File: src/rtl/nor_host_pkg.sv
// Purpose: shared constants and carrier types for the parallel nor flash host controller
// Assumes: 50 MHz system clock, device pins driven directly by the host
// Notes: timing figures are parameters of plain default; real parts set them
package nor_host_pkg;

  // ----------------------------------------------------------------
  // widths
  // ----------------------------------------------------------------
  localparam int ADDR_W = 24;
  localparam int DATA_W = 16;
  localparam int CLK_PERIOD_NS = 20;

  // ----------------------------------------------------------------
  // timing, in ns, and derived cycle counts
  // ----------------------------------------------------------------
  localparam int RESET_PULSE_MIN_NS = 500;
  localparam int RESET_TO_SELECT_DELAY_NS = 200;
  localparam int RESET_TO_STROBE_DELAY_NS = 200;
  localparam int ACCESS_NS = 80;
  localparam int STROBE_NS = 60;
  localparam int RECOVER_NS = 40;
  localparam int SETUP_NS = 20;
  localparam int RESET_PULSE_CYC = (RESET_PULSE_MIN_NS + CLK_PERIOD_NS - 1) / CLK_PERIOD_NS;
  localparam int RESET_WAIT_NS = (RESET_TO_SELECT_DELAY_NS > RESET_TO_STROBE_DELAY_NS) ?
                                 RESET_TO_SELECT_DELAY_NS : RESET_TO_STROBE_DELAY_NS;
  localparam int RESET_WAIT_CYC = (RESET_WAIT_NS + CLK_PERIOD_NS - 1) / CLK_PERIOD_NS;
  localparam int ACCESS_CYC = (ACCESS_NS + CLK_PERIOD_NS - 1) / CLK_PERIOD_NS;
  localparam int STROBE_CYC = (STROBE_NS + CLK_PERIOD_NS - 1) / CLK_PERIOD_NS;
  localparam int RECOVER_CYC = (RECOVER_NS + CLK_PERIOD_NS - 1) / CLK_PERIOD_NS;
  localparam int SETUP_CYC = (SETUP_NS + CLK_PERIOD_NS - 1) / CLK_PERIOD_NS;
  localparam int CNT_W = 8;

  // ----------------------------------------------------------------
  // carriers
  // ----------------------------------------------------------------
  typedef struct packed {
    logic write;
    logic [ADDR_W-1:0] addr;
    logic [DATA_W-1:0] wdata;
  } host_req_t;

  typedef struct packed {
    logic chip_sel_n;
    logic out_en_n;
    logic wr_strobe_n;
    logic reset_n;
    logic byte_mode_n;
  } ctrl_pins_t;

  typedef enum logic [6:0] {
    ST_RST    = 7'h01,
    ST_RWAIT  = 7'h02,
    ST_IDLE   = 7'h04,
    ST_RSETUP = 7'h08,
    ST_RACC   = 7'h10,
    ST_WSTRB  = 7'h20,
    ST_RECOV  = 7'h40
  } host_state_t;

endpackage : nor_host_pkg

File: src/rtl/nor_flash_host.sv
// Purpose: host side controller driving a parallel nor flash through its pins
// Assumes: device pins are asynchronous; read data and ready/busy are synchronised
// Notes: one access at a time; width select is a static input latched per access
//
// Function
// - width select held steady, always driven
// - reset held low minimum pulse time
// - wait later reset delay before first access
// - polling reads ignore data bits fourteen to eight
// - low ready line means some device busy
// - output enable high through every write
`timescale 1ns/100ps
module nor_flash_host
(
  input wire logic clk,
  input wire logic sys_rst,
  input wire logic req_valid,
  input wire nor_host_pkg::host_req_t req,
  input wire logic mode_x16,
  input wire logic poll_read,
  input wire logic flash_reset_req,
  output logic req_ready,
  output logic rsp_valid,
  output logic [nor_host_pkg::DATA_W-1:0] rsp_data,
  output logic dev_busy,
  output nor_host_pkg::ctrl_pins_t pins,
  output logic [nor_host_pkg::ADDR_W-1:0] addr_pin,
  output logic [nor_host_pkg::DATA_W-1:0] dq_out,
  output logic [nor_host_pkg::DATA_W-1:0] dq_oe,
  input wire logic [nor_host_pkg::DATA_W-1:0] dq_in,
  input wire logic ready_busy_n
);

  // ----------------------------------------------------------------
  // input synchronisers
  // ----------------------------------------------------------------
  logic [nor_host_pkg::DATA_W-1:0] dq_s1_r, dq_s2_r;
  logic rb_s1_r, rb_s2_r;

  // pins come from an unclocked device, two stages before use
  always_ff @(posedge clk)
  begin
    dq_s1_r <= dq_in;
    dq_s2_r <= dq_s1_r;
    rb_s1_r <= ready_busy_n;
    rb_s2_r <= rb_s1_r;
  end

  // ----------------------------------------------------------------
  // sequencer
  // ----------------------------------------------------------------
  nor_host_pkg::host_state_t st_r, st_nxt;
  logic [nor_host_pkg::CNT_W-1:0] cnt_r, cnt_nxt;
  nor_host_pkg::host_req_t cur_r, cur_nxt;
  logic x16_r, x16_nxt;
  logic poll_r, poll_nxt;
  nor_host_pkg::ctrl_pins_t pins_nxt;
  logic [nor_host_pkg::ADDR_W-1:0] addr_nxt;
  logic [nor_host_pkg::DATA_W-1:0] dqo_nxt, dqoe_nxt, rdata_nxt;
  logic rdy_nxt, rsp_nxt, busy_nxt;
  logic [nor_host_pkg::DATA_W-1:0] rd_raw;

  // next state and pin values; pins are registered so every output is a flop
  always_comb
  begin
    st_nxt = st_r;
    cnt_nxt = cnt_r;
    cur_nxt = cur_r;
    x16_nxt = x16_r;
    poll_nxt = poll_r;
    rsp_nxt = 1'b0;
    rdata_nxt = rsp_data;
    busy_nxt = ~rb_s2_r;
    rd_raw = dq_s2_r;
    pins_nxt.chip_sel_n = 1'b1;
    pins_nxt.out_en_n = 1'b1;
    pins_nxt.wr_strobe_n = 1'b1;
    pins_nxt.reset_n = 1'b1;
    pins_nxt.byte_mode_n = x16_r;
    addr_nxt = addr_pin;
    dqo_nxt = dq_out;
    dqoe_nxt = '0;
    rdy_nxt = 1'b0;
    case (st_r)
      nor_host_pkg::ST_RST:
      begin
        pins_nxt.reset_n = 1'b0;
        cnt_nxt = cnt_r + 8'h01;
        if (cnt_r >= 8'(nor_host_pkg::RESET_PULSE_CYC - 1))
        begin
          st_nxt = nor_host_pkg::ST_RWAIT;
          cnt_nxt = '0;
        end
      end
      nor_host_pkg::ST_RWAIT:
      begin
        cnt_nxt = cnt_r + 8'h01;
        if (cnt_r >= 8'(nor_host_pkg::RESET_WAIT_CYC - 1))
        begin
          st_nxt = nor_host_pkg::ST_IDLE;
          rdy_nxt = 1'b1;
        end
      end
      nor_host_pkg::ST_IDLE:
      begin
        rdy_nxt = 1'b1;
        // width pin tracks the input while idle so it settles before select falls;
        // limitation: the width must be set one cycle ahead of its request
        x16_nxt = mode_x16;
        pins_nxt.byte_mode_n = mode_x16;
        if (flash_reset_req)
        begin
          st_nxt = nor_host_pkg::ST_RST;
          cnt_nxt = '0;
          rdy_nxt = 1'b0;
        end
        else if (req_valid && req_ready)
        begin
          rdy_nxt = 1'b0;
          cur_nxt = req;
          x16_nxt = mode_x16; // width only changes between accesses
          poll_nxt = poll_read;
          pins_nxt.byte_mode_n = mode_x16;
          pins_nxt.chip_sel_n = 1'b0;
          addr_nxt = req.addr;
          cnt_nxt = '0;
          if (req.write)
          begin
            st_nxt = nor_host_pkg::ST_WSTRB;
            // byte mode puts address lsb on the top pin
            dqo_nxt = mode_x16 ? req.wdata : {req.addr[0], 7'h00, req.wdata[7:0]};
            dqoe_nxt = mode_x16 ? 16'hFFFF : 16'h80FF;
            addr_nxt = mode_x16 ? req.addr : {1'b0, req.addr[nor_host_pkg::ADDR_W-1:1]};
          end
          else
          begin
            st_nxt = nor_host_pkg::ST_RSETUP;
            dqo_nxt = {req.addr[0], 15'h0000};
            dqoe_nxt = mode_x16 ? 16'h0000 : 16'h8000;
            addr_nxt = mode_x16 ? req.addr : {1'b0, req.addr[nor_host_pkg::ADDR_W-1:1]};
          end
        end
      end
      nor_host_pkg::ST_RSETUP:
      begin
        pins_nxt.chip_sel_n = 1'b0;
        pins_nxt.out_en_n = 1'b0;
        dqoe_nxt = dq_oe;
        st_nxt = nor_host_pkg::ST_RACC;
      end
      nor_host_pkg::ST_RACC:
      begin
        pins_nxt.chip_sel_n = 1'b0;
        pins_nxt.out_en_n = 1'b0;
        dqoe_nxt = dq_oe;
        cnt_nxt = cnt_r + 8'h01;
        // two extra cycles cover the synchroniser delay on read data
        if (cnt_r >= 8'(nor_host_pkg::ACCESS_CYC + 1))
        begin
          pins_nxt.chip_sel_n = 1'b1;
          pins_nxt.out_en_n = 1'b1;
          dqoe_nxt = '0;
          rsp_nxt = 1'b1;
          // upper byte masked in byte mode, bits 14 to 8 in status polling
          if (!x16_r)
            rdata_nxt = {8'h00, rd_raw[7:0]};
          else if (poll_r)
            rdata_nxt = {rd_raw[15], 7'h00, rd_raw[7:0]};
          else
            rdata_nxt = rd_raw;
          st_nxt = nor_host_pkg::ST_RECOV;
          cnt_nxt = '0;
        end
      end
      nor_host_pkg::ST_WSTRB:
      begin
        pins_nxt.chip_sel_n = 1'b0;
        dqoe_nxt = dq_oe;
        cnt_nxt = cnt_r + 8'h01;
        // strobe low only after setup, released before select and data
        if (cnt_r >= 8'(nor_host_pkg::SETUP_CYC) &&
            cnt_r < 8'(nor_host_pkg::SETUP_CYC + nor_host_pkg::STROBE_CYC))
          pins_nxt.wr_strobe_n = 1'b0;
        // select and data drop one cycle after the strobe rise, so both outlast it
        if (cnt_r >= 8'(nor_host_pkg::SETUP_CYC + nor_host_pkg::STROBE_CYC + 1))
        begin
          pins_nxt.chip_sel_n = 1'b1;
          dqoe_nxt = '0;
          rsp_nxt = 1'b1;
          st_nxt = nor_host_pkg::ST_RECOV;
          cnt_nxt = '0;
        end
      end
      nor_host_pkg::ST_RECOV:
      begin
        cnt_nxt = cnt_r + 8'h01;
        if (cnt_r >= 8'(nor_host_pkg::RECOVER_CYC - 1))
        begin
          st_nxt = nor_host_pkg::ST_IDLE;
          rdy_nxt = 1'b1;
        end
      end
      default:
      begin
        st_nxt = nor_host_pkg::ST_RST;
        cnt_nxt = '0;
      end
    endcase
  end

  // registers only; synchronous reset starts the flash reset pulse
  always_ff @(posedge clk)
  begin
    if (sys_rst)
    begin
      st_r <= nor_host_pkg::ST_RST;
      cnt_r <= '0;
      cur_r <= '0;
      x16_r <= 1'b1;
      poll_r <= 1'b0;
      pins <= 5'h1D;
      addr_pin <= '0;
      dq_out <= '0;
      dq_oe <= '0;
      req_ready <= 1'b0;
      rsp_valid <= 1'b0;
      rsp_data <= '0;
      dev_busy <= 1'b0;
    end
    else
    begin
      st_r <= st_nxt;
      cnt_r <= cnt_nxt;
      cur_r <= cur_nxt;
      x16_r <= x16_nxt;
      poll_r <= poll_nxt;
      pins <= pins_nxt;
      addr_pin <= addr_nxt;
      dq_out <= dqo_nxt;
      dq_oe <= dqoe_nxt;
      req_ready <= rdy_nxt;
      rsp_valid <= rsp_nxt;
      rsp_data <= rdata_nxt;
      dev_busy <= busy_nxt;
    end
  end

  // ----------------------------------------------------------------
  // assertions
  // ----------------------------------------------------------------
  a_oe_needs_sel: assert property (@(posedge clk) disable iff (sys_rst)
    !pins.out_en_n |-> !pins.chip_sel_n) else $error("oe low without select");
  a_we_needs_sel: assert property (@(posedge clk) disable iff (sys_rst)
    !pins.wr_strobe_n |-> !pins.chip_sel_n) else $error("strobe low without select");
  a_oe_high_write: assert property (@(posedge clk) disable iff (sys_rst)
    !pins.wr_strobe_n |-> pins.out_en_n) else $error("oe low during write");
  a_data_hold_rise: assert property (@(posedge clk) disable iff (sys_rst)
    $rose(pins.wr_strobe_n) |-> (dq_oe != 16'h0000) && !pins.chip_sel_n)
    else $error("data dropped at strobe rise");
  a_reset_pulse: assert property (@(posedge clk) disable iff (sys_rst)
    $fell(pins.reset_n) |-> !pins.reset_n [*8]) else $error("reset pulse too short");
  a_no_access_rst: assert property (@(posedge clk) disable iff (sys_rst)
    $rose(pins.reset_n) |-> pins.chip_sel_n [*8]) else $error("access too soon after reset");
  a_byte_upper_z: assert property (@(posedge clk) disable iff (sys_rst)
    !pins.byte_mode_n |-> dq_oe[14:8] == 7'h00) else $error("upper bits driven in byte mode");
  a_width_steady: assert property (@(posedge clk) disable iff (sys_rst)
    !pins.chip_sel_n |-> $stable(pins.byte_mode_n)) else $error("width changed in access");
  a_strobe_width: assert property (@(posedge clk) disable iff (sys_rst)
    $fell(pins.wr_strobe_n) |-> !pins.wr_strobe_n [*3]) else $error("strobe too short");
  a_busy_follow: assert property (@(posedge clk) disable iff (sys_rst)
    !rb_s2_r |=> dev_busy) else $error("busy not reported");
  c_read: cover property (@(posedge clk) rsp_valid && !cur_r.write);
  c_write: cover property (@(posedge clk) rsp_valid && cur_r.write);
  c_byte_write: cover property (@(posedge clk) !pins.wr_strobe_n && !pins.byte_mode_n);
  c_busy: cover property (@(posedge clk) dev_busy);

endmodule : nor_flash_host

File: config.mk
export PLATFORM = sky130hd
export DESIGN_NAME = nor_flash_host
export DESIGN_NICKNAME = d
export VERILOG_FILES = /design/src/rtl/nor_host_pkg.sv /design/src/rtl/nor_flash_host.sv
export SDC_FILE = /design/constraint.sdc
export NUM_CORES = 1
export LEC_CHECK = 0
export BUFFER_PORTS_ARGS = -buffer_cell sky130_fd_sc_hd__buf_2
export CELL_PAD_IN_SITES_DETAIL_PLACEMENT = 1
export CELL_PAD_IN_SITES_GLOBAL_PLACEMENT = 1
export CORE_ASPECT_RATIO = 1.2
export CORE_MARGIN = 4
export CORE_UTILIZATION = 33
export CTS_CLUSTER_DIAMETER = 30
export DETAILED_ROUTE_END_ITERATION = 12
export HOLD_SLACK_MARGIN = 0.12
export PLACE_DENSITY = 0.71
export REMOVE_ABC_BUFFERS = 1
export SYNTH_ARGS = -nofsm -noshare
export SYNTH_HDL_FRONTEND = slang
export SYNTH_SLANG_ARGS = --single-unit
export TNS_END_PERCENT = 1
File: constraint.sdc
create_clock -name clk -period 2.05 [get_ports clk]
set_input_delay 0.3075 -clock clk [delete_from_list [all_inputs] [get_ports clk]]
set_output_delay 0.3075 -clock clk [all_outputs]
set_load 0.05 [all_outputs]
# == Yosys cells after proc, flatten, opt, wreduce, memory -nomap -nowiden ==
# Cells that the tools add are included.
# word_totals
ramBits,0
mem_bits_ro,0
wordCells,90
latchBits,0
n_memories,0
register_bits,130
# op_classes
mul,0
shifts,0
reduce_logical,11
n_div,0
magnitude_cmp,5
mux,37
n_bitwise,5
eq_ne,12
add_sub_neg,1
# op_table
cell,n
16-bit two-way mux,8
16-bit case mux with 3 select lines,1
7-bit two-way mux,6
7-bit case mux with 6 select lines,1
8-bit case mux with 5 select lines,1
8-bit two-way mux,4
15-bit two-way mux,2
24-bit two-way mux,1
"8-bit by 1-bit adder with 8-bit output, second input constant",1
"8-bit by 1-bit >= comparator with 1-bit output, second input constant",1
"8-bit by 3-bit >= comparator with 1-bit output, second input constant",1
"8-bit by 4-bit >= comparator with 1-bit output, second input constant",1
"8-bit by 5-bit >= comparator with 1-bit output, second input constant",1
"8-bit by 3-bit < comparator with 1-bit output, second input constant",1
1-bit two-way mux,8
2-bit OR reduction,4
"7-bit by 1-bit == test with 1-bit output, second input constant",1
"7-bit by 2-bit == test with 1-bit output, second input constant",1
"7-bit by 3-bit == test with 1-bit output, second input constant",1
"7-bit by 4-bit == test with 1-bit output, second input constant",1
"7-bit by 5-bit == test with 1-bit output, second input constant",1
"7-bit by 6-bit == test with 1-bit output, second input constant",1
"7-bit == test, second input constant",1
6-bit two-way mux,1
other kinds (12),21

# == Longest topological paths before layout ==
# Gate-level depths: netlist of the first run.
# depth
word_depth,5
ltp_mapped,8
mapped_depth_nobuf,7

# == Worst setup path after synthesis of the first run ==
# OpenSTA, ideal clock, no wires.
# synth_timing
path_kind,flip-flop to flip-flop
start,register st_r[4]
end,register dq_out[1] (netlist name)
stages_incl_launch_ff,8
n_path_buf,2
slack_ns,0.065
setup_time_ns,0.132
period_less_slack_ns,1.985
t_arrival_ns,1.853
path_cell_list,dfxtp_1 > buf_2 > or4b_1 > nor3_1 > nand3_1 > buf_2 > nand2_1 > a21oi_1
# synth_via
elab_chain_len,2
# synth_rtl
element,line_no,source
start: declaration,nor_flash_host.sv:52,"nor_host_pkg::host_state_t st_r, st_nxt;"
start signal: assignment,nor_flash_host.sv:216,st_r <= nor_host_pkg::ST_RST;
start signal: assignment,nor_flash_host.sv:232,st_r <= st_nxt;
7-bit by 3-bit == test with 1-bit output,nor_flash_host.sv:84,case (st_r)
3-bit AND reduction (no line),n/a,
end signal: assignment,nor_flash_host.sv:239,dq_out <= dqo_nxt;
end: declaration,nor_flash_host.sv:28,"output logic [nor_host_pkg::DATA_W-1:0] dq_out,"
# No other way between the ends.
# A chain may end at the register's enable or synchronous reset.

# == Worst setup path after layout of the first run ==
# layout_timing
start,register st_r[3]
end,register addr_pin[6] (netlist name)
# layout_via
elab_chain_len,2
# layout_rtl
element,line_no,source
7-bit by 3-bit == test with 1-bit output,nor_flash_host.sv:84,
3-bit AND reduction (no line),n/a,
end signal: assignment,nor_flash_host.sv:238,addr_pin <= addr_nxt;
end: declaration,nor_flash_host.sv:27,"output logic [nor_host_pkg::ADDR_W-1:0] addr_pin,"
# No other way between the ends.

==> results of run 1 <==
through the flow:
stage	cells	power, W	setup slack (ps)	utilization, %
after floorplan	382	0.00260	-2310	-
after detailed placement	711	0.00280	-32.6	40.7
final	764	0.00582	93.4	47.5
after CTS	760	0.00588	-25.0	46.9
after global placement	711	0.00279	88.9	40.7
after global routing	764	0.00605	-18.5	47.5
power breakdown:
| part | switching, W | internal [W] | leakage, nW |
|---|---|---|---|
| sequential | 0.0000250 | 0.00233 | 0.956 |
| clock | 0.00116 | 0.00186 | 0.292 |
| combinational | 0.000245 | 0.000203 | 1.43 |
| total | 0.00143 | 0.00440 | 2.68 |
cell families (layout without fill, tap and decap cells):
| group | count (synthesis) | in the layout |
|---|---|---|
| fa+ha+maj | 3 | 3 |
| compound gates | 96 | 96 |
| mux | 25 | 25 |
| simple gates | 127 | 127 |
| buf+inv | 47 | 223 |
| xor+xnor | 9 | 9 |
| flops | 117 | 117 |
layer usage:
| layer | track usage, % | vias to the layer above | wire length [um] |
|---|---|---|---|
| met4 | 5.54 | 0 | 143 |
| met3 | 6.43 | 9 | 853 |
| met5 | 0 | - | 0 |
| li1 | - | 1818 | - |
| met2 | 30.7 | 118 | 6600 |
| met1 | 18.4 | 1805 | 4990 |
cell type report:
| cell class | instances | share of cell area (%) |
|---|---|---|
| sequential | 117 | 39.1 |
| multi-input combinational | 260 | 28.5 |
| timing repair buffer | 186 | 18.6 |
| clock buffer | 18 | 7.32 |
| tap | 164 | 3.42 |
| clock inverter | 14 | 2.80 |
| inverter | 5 | 0.313 |
state kept, by name, indices dropped and copies added (netlist names):
name       flops
dev_busy       1
rb_s2_r        1
x16_r          1
pins           4
req_ready      1
rsp_data      16
st_r           7
dq_out        16
rsp_valid      1
rb_s1_r        1
dq_oe          3
addr_pin      24
dq_s2_r       16
poll_r         1
dq_s1_r       16
cnt_r          8
critical path, stage by stage, from the launching register on:
cell and delay [ps]:
dfxtp_1 310, or4b_1 650, nor4_4 230, buf_4 180
clkbuf_16 210, nor2_1 60, a211oi_1 220
what timing repair did:
| item | in CTS | in global routing |
|---|---|---|
| gates cloned | 0 | 1 |
| buffers inserted | 0 | 3 |
| resized for setup | 2 | 10 |
| pin swaps | 0 | 4 |
| setup endpoints to repair | 11 | 52 |
| endpoints found under the hold margin | 17 | 0 |
| hold buffers | 17 | 0 |
cells in the final DEF, fill, tap and decap left out, types with 15 or more instances in the layout:
cell | synthesis | final
nand3_1 | 27 | 27
a22o_1 | 15 | 15
dfxtp_1 | 117 | 117
a211oi_1 | 25 | 24
buf_4 | 14 | 23
dlygate4sd3_1 | 0 | 17
nor2_1 | 40 | 39
a21oi_1 | 26 | 26
nand2_1 | 28 | 28
mux2i_1 | 25 | 25
buf_2 | 13 | 143
clkbuf_16 | 0 | 18
how the worst max path moves through the flow:
stage | startpoint | slack [ps] | to
after floorplan | st_r[3]$_SDFFE_PP0P_ | -2310 | dq_oe[15]$_SDFFE_PP0P_
after global placement | cnt_r[0]$_SDFFE_PP0P_ | 90 | st_r[5]$_SDFFE_PP0P_
after detailed placement | cnt_r[1]$_SDFFE_PP0P_ | -30 | st_r[5]$_SDFFE_PP0P_
after CTS | cnt_r[1]$_SDFFE_PP0P_ | -30 | st_r[5]$_SDFFE_PP0P_
after global routing | st_r[3]$_SDFFE_PP0P_ | -20 | addr_pin[18]$_SDFFE_PP0P_
final | st_r[3]$_SDFFE_PP0P_ | 90 | addr_pin[6]$_SDFFE_PP0P_
==> key figures, run 1 <==
Outcome
  – Run status: complete, no violations

Logic synthesis
  – Commonest cells post-synth: 117 x dfxtp_1, 40 x nor2_1, 28 x nand2_1
  – Post-synthesis cell type count: 48
  – Seq/Total Area, Yosys: 55.2%
  – Seq cells post-synth: 117
  – Post-synthesis mux area share: 5.90%
  – Complex-gate fraction of the synthesized area: 15.7%
  – Most frequent cell after synthesis: dfxtp_1
  – XOR/XNOR share of the synthesized area: under 10%
  – Dominant synthesized flop cell: dfxtp_1
  – Cell Area, Synth: 4240 um2
  – Cells after synthesis: 424
  – Simple-gate portion of the synthesized area: around 14%
  – Post-synth ARST share: 0%
  – Post-synthesis adder-cell area fraction: 0.885%
  – Post-synth EDFFs: 0
  – Top cell type's share of synthesized area: 55.2%
  – Top post-synthesis cells by area: dfxtp_1 55%, mux2i_1 5.9%, a211oi_1 4.4%
  – Syn Area/Cell: 10.0 um2
  – Cell taking the most area after synthesis: dfxtp_1
  – Yosys warnings: 0
  – Main combinational cell family by area after synthesis: compound AO/OA/AOI/OAI gates

Final layout
  – Register area: 2340 um2
  – Layout area overhead: 41.3%
  – Fill count: 1458
  – Finished Cell Area: 6000 um2
  – Antenna cells: 0
  – Share of post-route cells with drive strength above 1: 36.2%
  – Nets@finish: 654
  – Multi-input logic area: approximately 1700 um2

Floorplanning
  – Die Y-Extent: 132 um
  – Chip Width: approximately 110 um
  – Num ports: roughly 140
  – Placement Rows: 45
  – Core area: around 13000 um2
  – Initial core utilization: between 30 and 40%
  – Die area: 14700 um2

STA
  – Setup tns final: 0 ps
  – Achievable Freq: roughly 510 MHz
  – Max_slew headroom: roughly 73%
  – Smallest hold slack: 154 ps
  – Final setup vio count: 0
  – Worst-margin pin slew: ~400 ps
  – Final period utilization: 95.4%
  – Min cycle time layout: 1960 ps
  – Final Hold Viols: 0
  – Clock skew: 12.1 ps
  – Slew Viols, Final: 0

Power and ir drop
  – Standby leakage power: around 2.7 nW
  – Worst IR Drop VDD: around 0.55 mV
  – P per Cell Area: 971 nW/um2

GRT
  – First-pass GRT wire length: 20.5 mm
  – Number of global-route vias before repair: 4092
  – Gr usage total: between 15 and 20%
  – Initial antenna violation count: 0
  – GRT overflow: 0
  – Largest net degree at the start of global routing: 62

Critical path
  – Worst EP required: 2360 ps
  – CP Max Fanout: 31
  – Reg2reg path depth: 6
  – FF-to-FF Start: st_r[3]$_SDFFE_PP0P_
  – Worst R2R End: addr_pin[6]$_SDFFE_PP0P_
  – Startpoint types: register
  – CP Class: reg -> reg
  – FF-to-FF setup slack: just over 90 ps
  – Worst EP arrival: 2270 ps
  – Worst Setup End Kind: register

Place
  – I/O Buffers: roughly 140
  – Dpl cell area: 5130 um2
  – DP HPWL: 8.60 mm
  – GPL Wtd Cong: roughly 0.82

Clock network
  – Total clock buffers created by CTS: 17
  – CTS Root Cell: clkbuf_16
  – Reg clk slew, reported paths: around 60 ps
  – CTS tree: yes
  – Buffers from clock root to sink, at most: 2
  – CTS sink cnt: 117
  – Clk_lat worst skew: 410 ps
  – H-tree levels: 4

Detailed routing
  – First drt pass iteration count: 4
  – DRC violations left: 0
  – Final wirelength: 12.6 mm
  – Vias: between 3000 and 4000
  – DR iter-0 viols: roughly 120
  – DR vias/cell: ~4.9
  – WL/cell: between 15 and 20 um
  – DRT antenna net count: 0

Min path
  – Hold path depth: 3
  – Min-Delay Endpoint: dq_out[14]$_SDFFE_PP0P_
  – Worst hold path startpoint: req[14]
  – Hold Crit Class: in -> reg

Flow run
  – # Max-Cap Violations: 0
(Power assumes the default switching activity.)
==> run 2, diff against run 1 <==
Settings changed: CORE_UTILIZATION 33 to 39, CTS_BUF_LIST from default to sky130_fd_sc_hd__clkbuf_8, PLACE_DENSITY 0.71 to 0.79, SKIP_CTS_REPAIR_TIMING from default to 1.
Clock period 2.05 ns to 2.2 ns, I/O delays scaled along.
==> run 2 against run 1 <==
Combinational power is 14% lower; register-to-register slack worse by 30 ps; die area shrank 14%; clock skew rose by 6.6 ps; utilization is 5.4 points higher; sequential share of layout area rose by 2.8 points; non-clock buffer count down 12; via count decreased by 1.2%; maximum frequency is 8.2% lower; largest cell class unchanged; largest power group is now registers.
==> key figures, run 2 (synthesis results as in run 1) <==
Outcome
  – Run status: complete, no violations

Floorplanning
  – Die Y-Extent: 122 um
  – Num ports: 144
  – Die area: 12600 um2
  – Placement Rows: 41
  – Initial core utilization: about two fifths
  – Chip Width: 103 um
  – Core area: 10600 um2

Clock network
  – Reg clk slew, reported paths: approximately 70 ps
  – CTS sink cnt: 117
  – H-tree levels: 4
  – CTS Root Cell: clkbuf_8
  – Clk_lat worst skew: 430 ps
  – Total clock buffers created by CTS: 17
  – Buffers from clock root to sink, at most: 2
  – CTS tree: yes

Power and ir drop
  – Standby leakage power: 2.50 nW
  – Design Power: approximately 0.0045 W
  – Internal power: 0.00330 W
  – Share of total power in the clock network: a little over two fifths
  – Worst IR Drop VDD: between 0.4 and 0.5 mV
  – Sw Share: 26.4%
  – Sequential share of power: 49.3%
  – P per Cell Area: 801 nW/um2
  – Comb pwr share: 8.6%
  – Switching Power: 0.00118 W

Critical path
  – Bufs and invs on worst path: 1
  – Crit-path leading delay family: simple AND/OR/NAND/NOR gates
  – Critical path's slowest cell: or4b_1
  – Largest stage delay on the critical path: 690 ps
  – Worst Setup End Kind: register
  – CP Max Fanout: 68
  – CP cell instances: or4b_1 -> nor4_4 -> buf_12 -> nor2_1 -> a211oi_1
  – CP Class: reg -> reg
  – Worst EP arrival: 2460 ps
  – Worst EP required: 2530 ps
  – Startpoint types: register

STA
  – Min cycle time layout: about 2100 ps
  – Smallest hold slack: 153 ps
  – Final setup vio count: 0
  – Max_slew headroom: 62.5%
  – Final Hold Viols: 0
  – Achievable Freq: 469 MHz
  – Setup WS post-layout: 67.8 ps
  – Worst-margin pin slew: 558 ps
  – Slew Viols, Final: 0
  – Clock skew: 18.7 ps
  – Final period utilization: 96.9%
  – RSZ-0062 raised after global routing: true

Detailed routing
  – First drt pass iteration count: 4
  – DRC violations left: 0
  – DR iter-0 viols: between 100 and 150
  – DR vias/cell: ~5.2
  – WL/cell: 17.3 um
  – Vias: 3706
  – Final wirelength: 12.4 mm
  – DRT antenna net count: 0

Flow run
  – # Max-Cap Violations: 0

Place
  – GPL Wtd Cong: approximately 0.86
  – Pre-CTS setup slack: 72.1 ps
  – Dpl cell area: 5010 um2
  – DP HPWL: 8.62 mm
  – Dpl cells: between 600 and 700
  – I/O Buffers: 143

Final layout
  – Finished Cell Area: about 5600 um2
  – Layout area overhead: 31.9%
  – Most common cell after layout, fill and taps aside: buf_2
  – Largest reg by FF count: addr_pin
  – Share of post-route cells with drive strength above 1: 34.2%
  – Post-Layout Cell Count: 718
  – Most frequent cells in the layout: 143 x buf_2, 117 x dfxtp_1, 39 x nor2_1
  – Max reg flops: 24
  – Nets@finish: roughly 640
  – Fill count: between 1000 and 1500

GRT
  – Initial antenna violation count: 1
  – GRT overflow: 0
  – First-pass GRT wire length: between 15 and 20 mm
  – Number of global-route vias before repair: 3788
  – Gr usage total: a little under a fifth
  – Largest net degree at the start of global routing: 69

Min path
  – Hold Crit Class: in -> reg
run 2: cell count changes in the layout (fill, tap and decap cells not counted), sizes merged:
cell	before	now
buf	168	157
clkinv	5	6
diode	0	1
inv	10	9
bufinv	2	1
run 2: layer usage:
layer | track usage (%) | part of all wire [%]
met1 | 20.8 | 38
met2 | 32.4 | 53
met3 | 8.47 | 7.7
met4 | 5.34 | 1.8
met5 | 0 | 0
run 2: layout make-up:
cell class,count,area (um2),area share (%)
Antenna cell,1,2.50,0.0447
Clock buffer,19,262,4.67
Clock inverter,13,121,2.17
Inverter,5,18.8,0.335
Multi-Input combinational cell,260,1680,30.1
Sequential cell,117,2340,41.9
Tap cell,129,161,2.88
Timing Repair Buffer,174,1000,17.9
run 2: worst paths after layout:
kind | from | end | cells past startpoint | slack [ps]
setup / recovery | st_r[3]$_SDFFE_PP0P_ | addr_pin[12]$_SDFFE_PP0P_ | 5 | 70
hold / removal | poll_read | poll_r$_SDFFE_PP0P_ | 3 | 150
setup reg to reg | st_r[3]$_SDFFE_PP0P_ | addr_pin[12]$_SDFFE_PP0P_ | 5 | 70
hold reg to reg | dq_s1_r[12]$_DFF_P_ | dq_s2_r[12]$_DFF_P_ | 0 | 330
run 2: through the flow:
stage / utilization [%] / TNS, ps
after floorplan: - / -100020
after global routing: 52.9 / -14.6
after CTS: 51.1 / -25.3
final: 52.9 / 0
after detailed placement: 47.4 / 0
after global placement: 47.4 / 0
run 2: worst reg2reg max path: stages, from the launching register on:
cell,delay (ps)
dfxtp_1,370
or4b_1,690
nor4_4,320
buf_12,300
nor2_1,120
a211oi_1,240
run 2: power groups by stage:
stage / sequential, W / clock [W] / combinational (W)
6_report: 0.00221 / 0.00189 / 0.000384
5_1_grt: 0.00221 / 0.00204 / 0.000418
4_1_cts: 0.00221 / 0.00190 / 0.000345
3_5_place_dp: 0.00225 / 0 / 0.000338
3_3_place_gp: 0.00225 / 0 / 0.000325
2_1_floorplan: 0.00226 / 0 / 0.000164
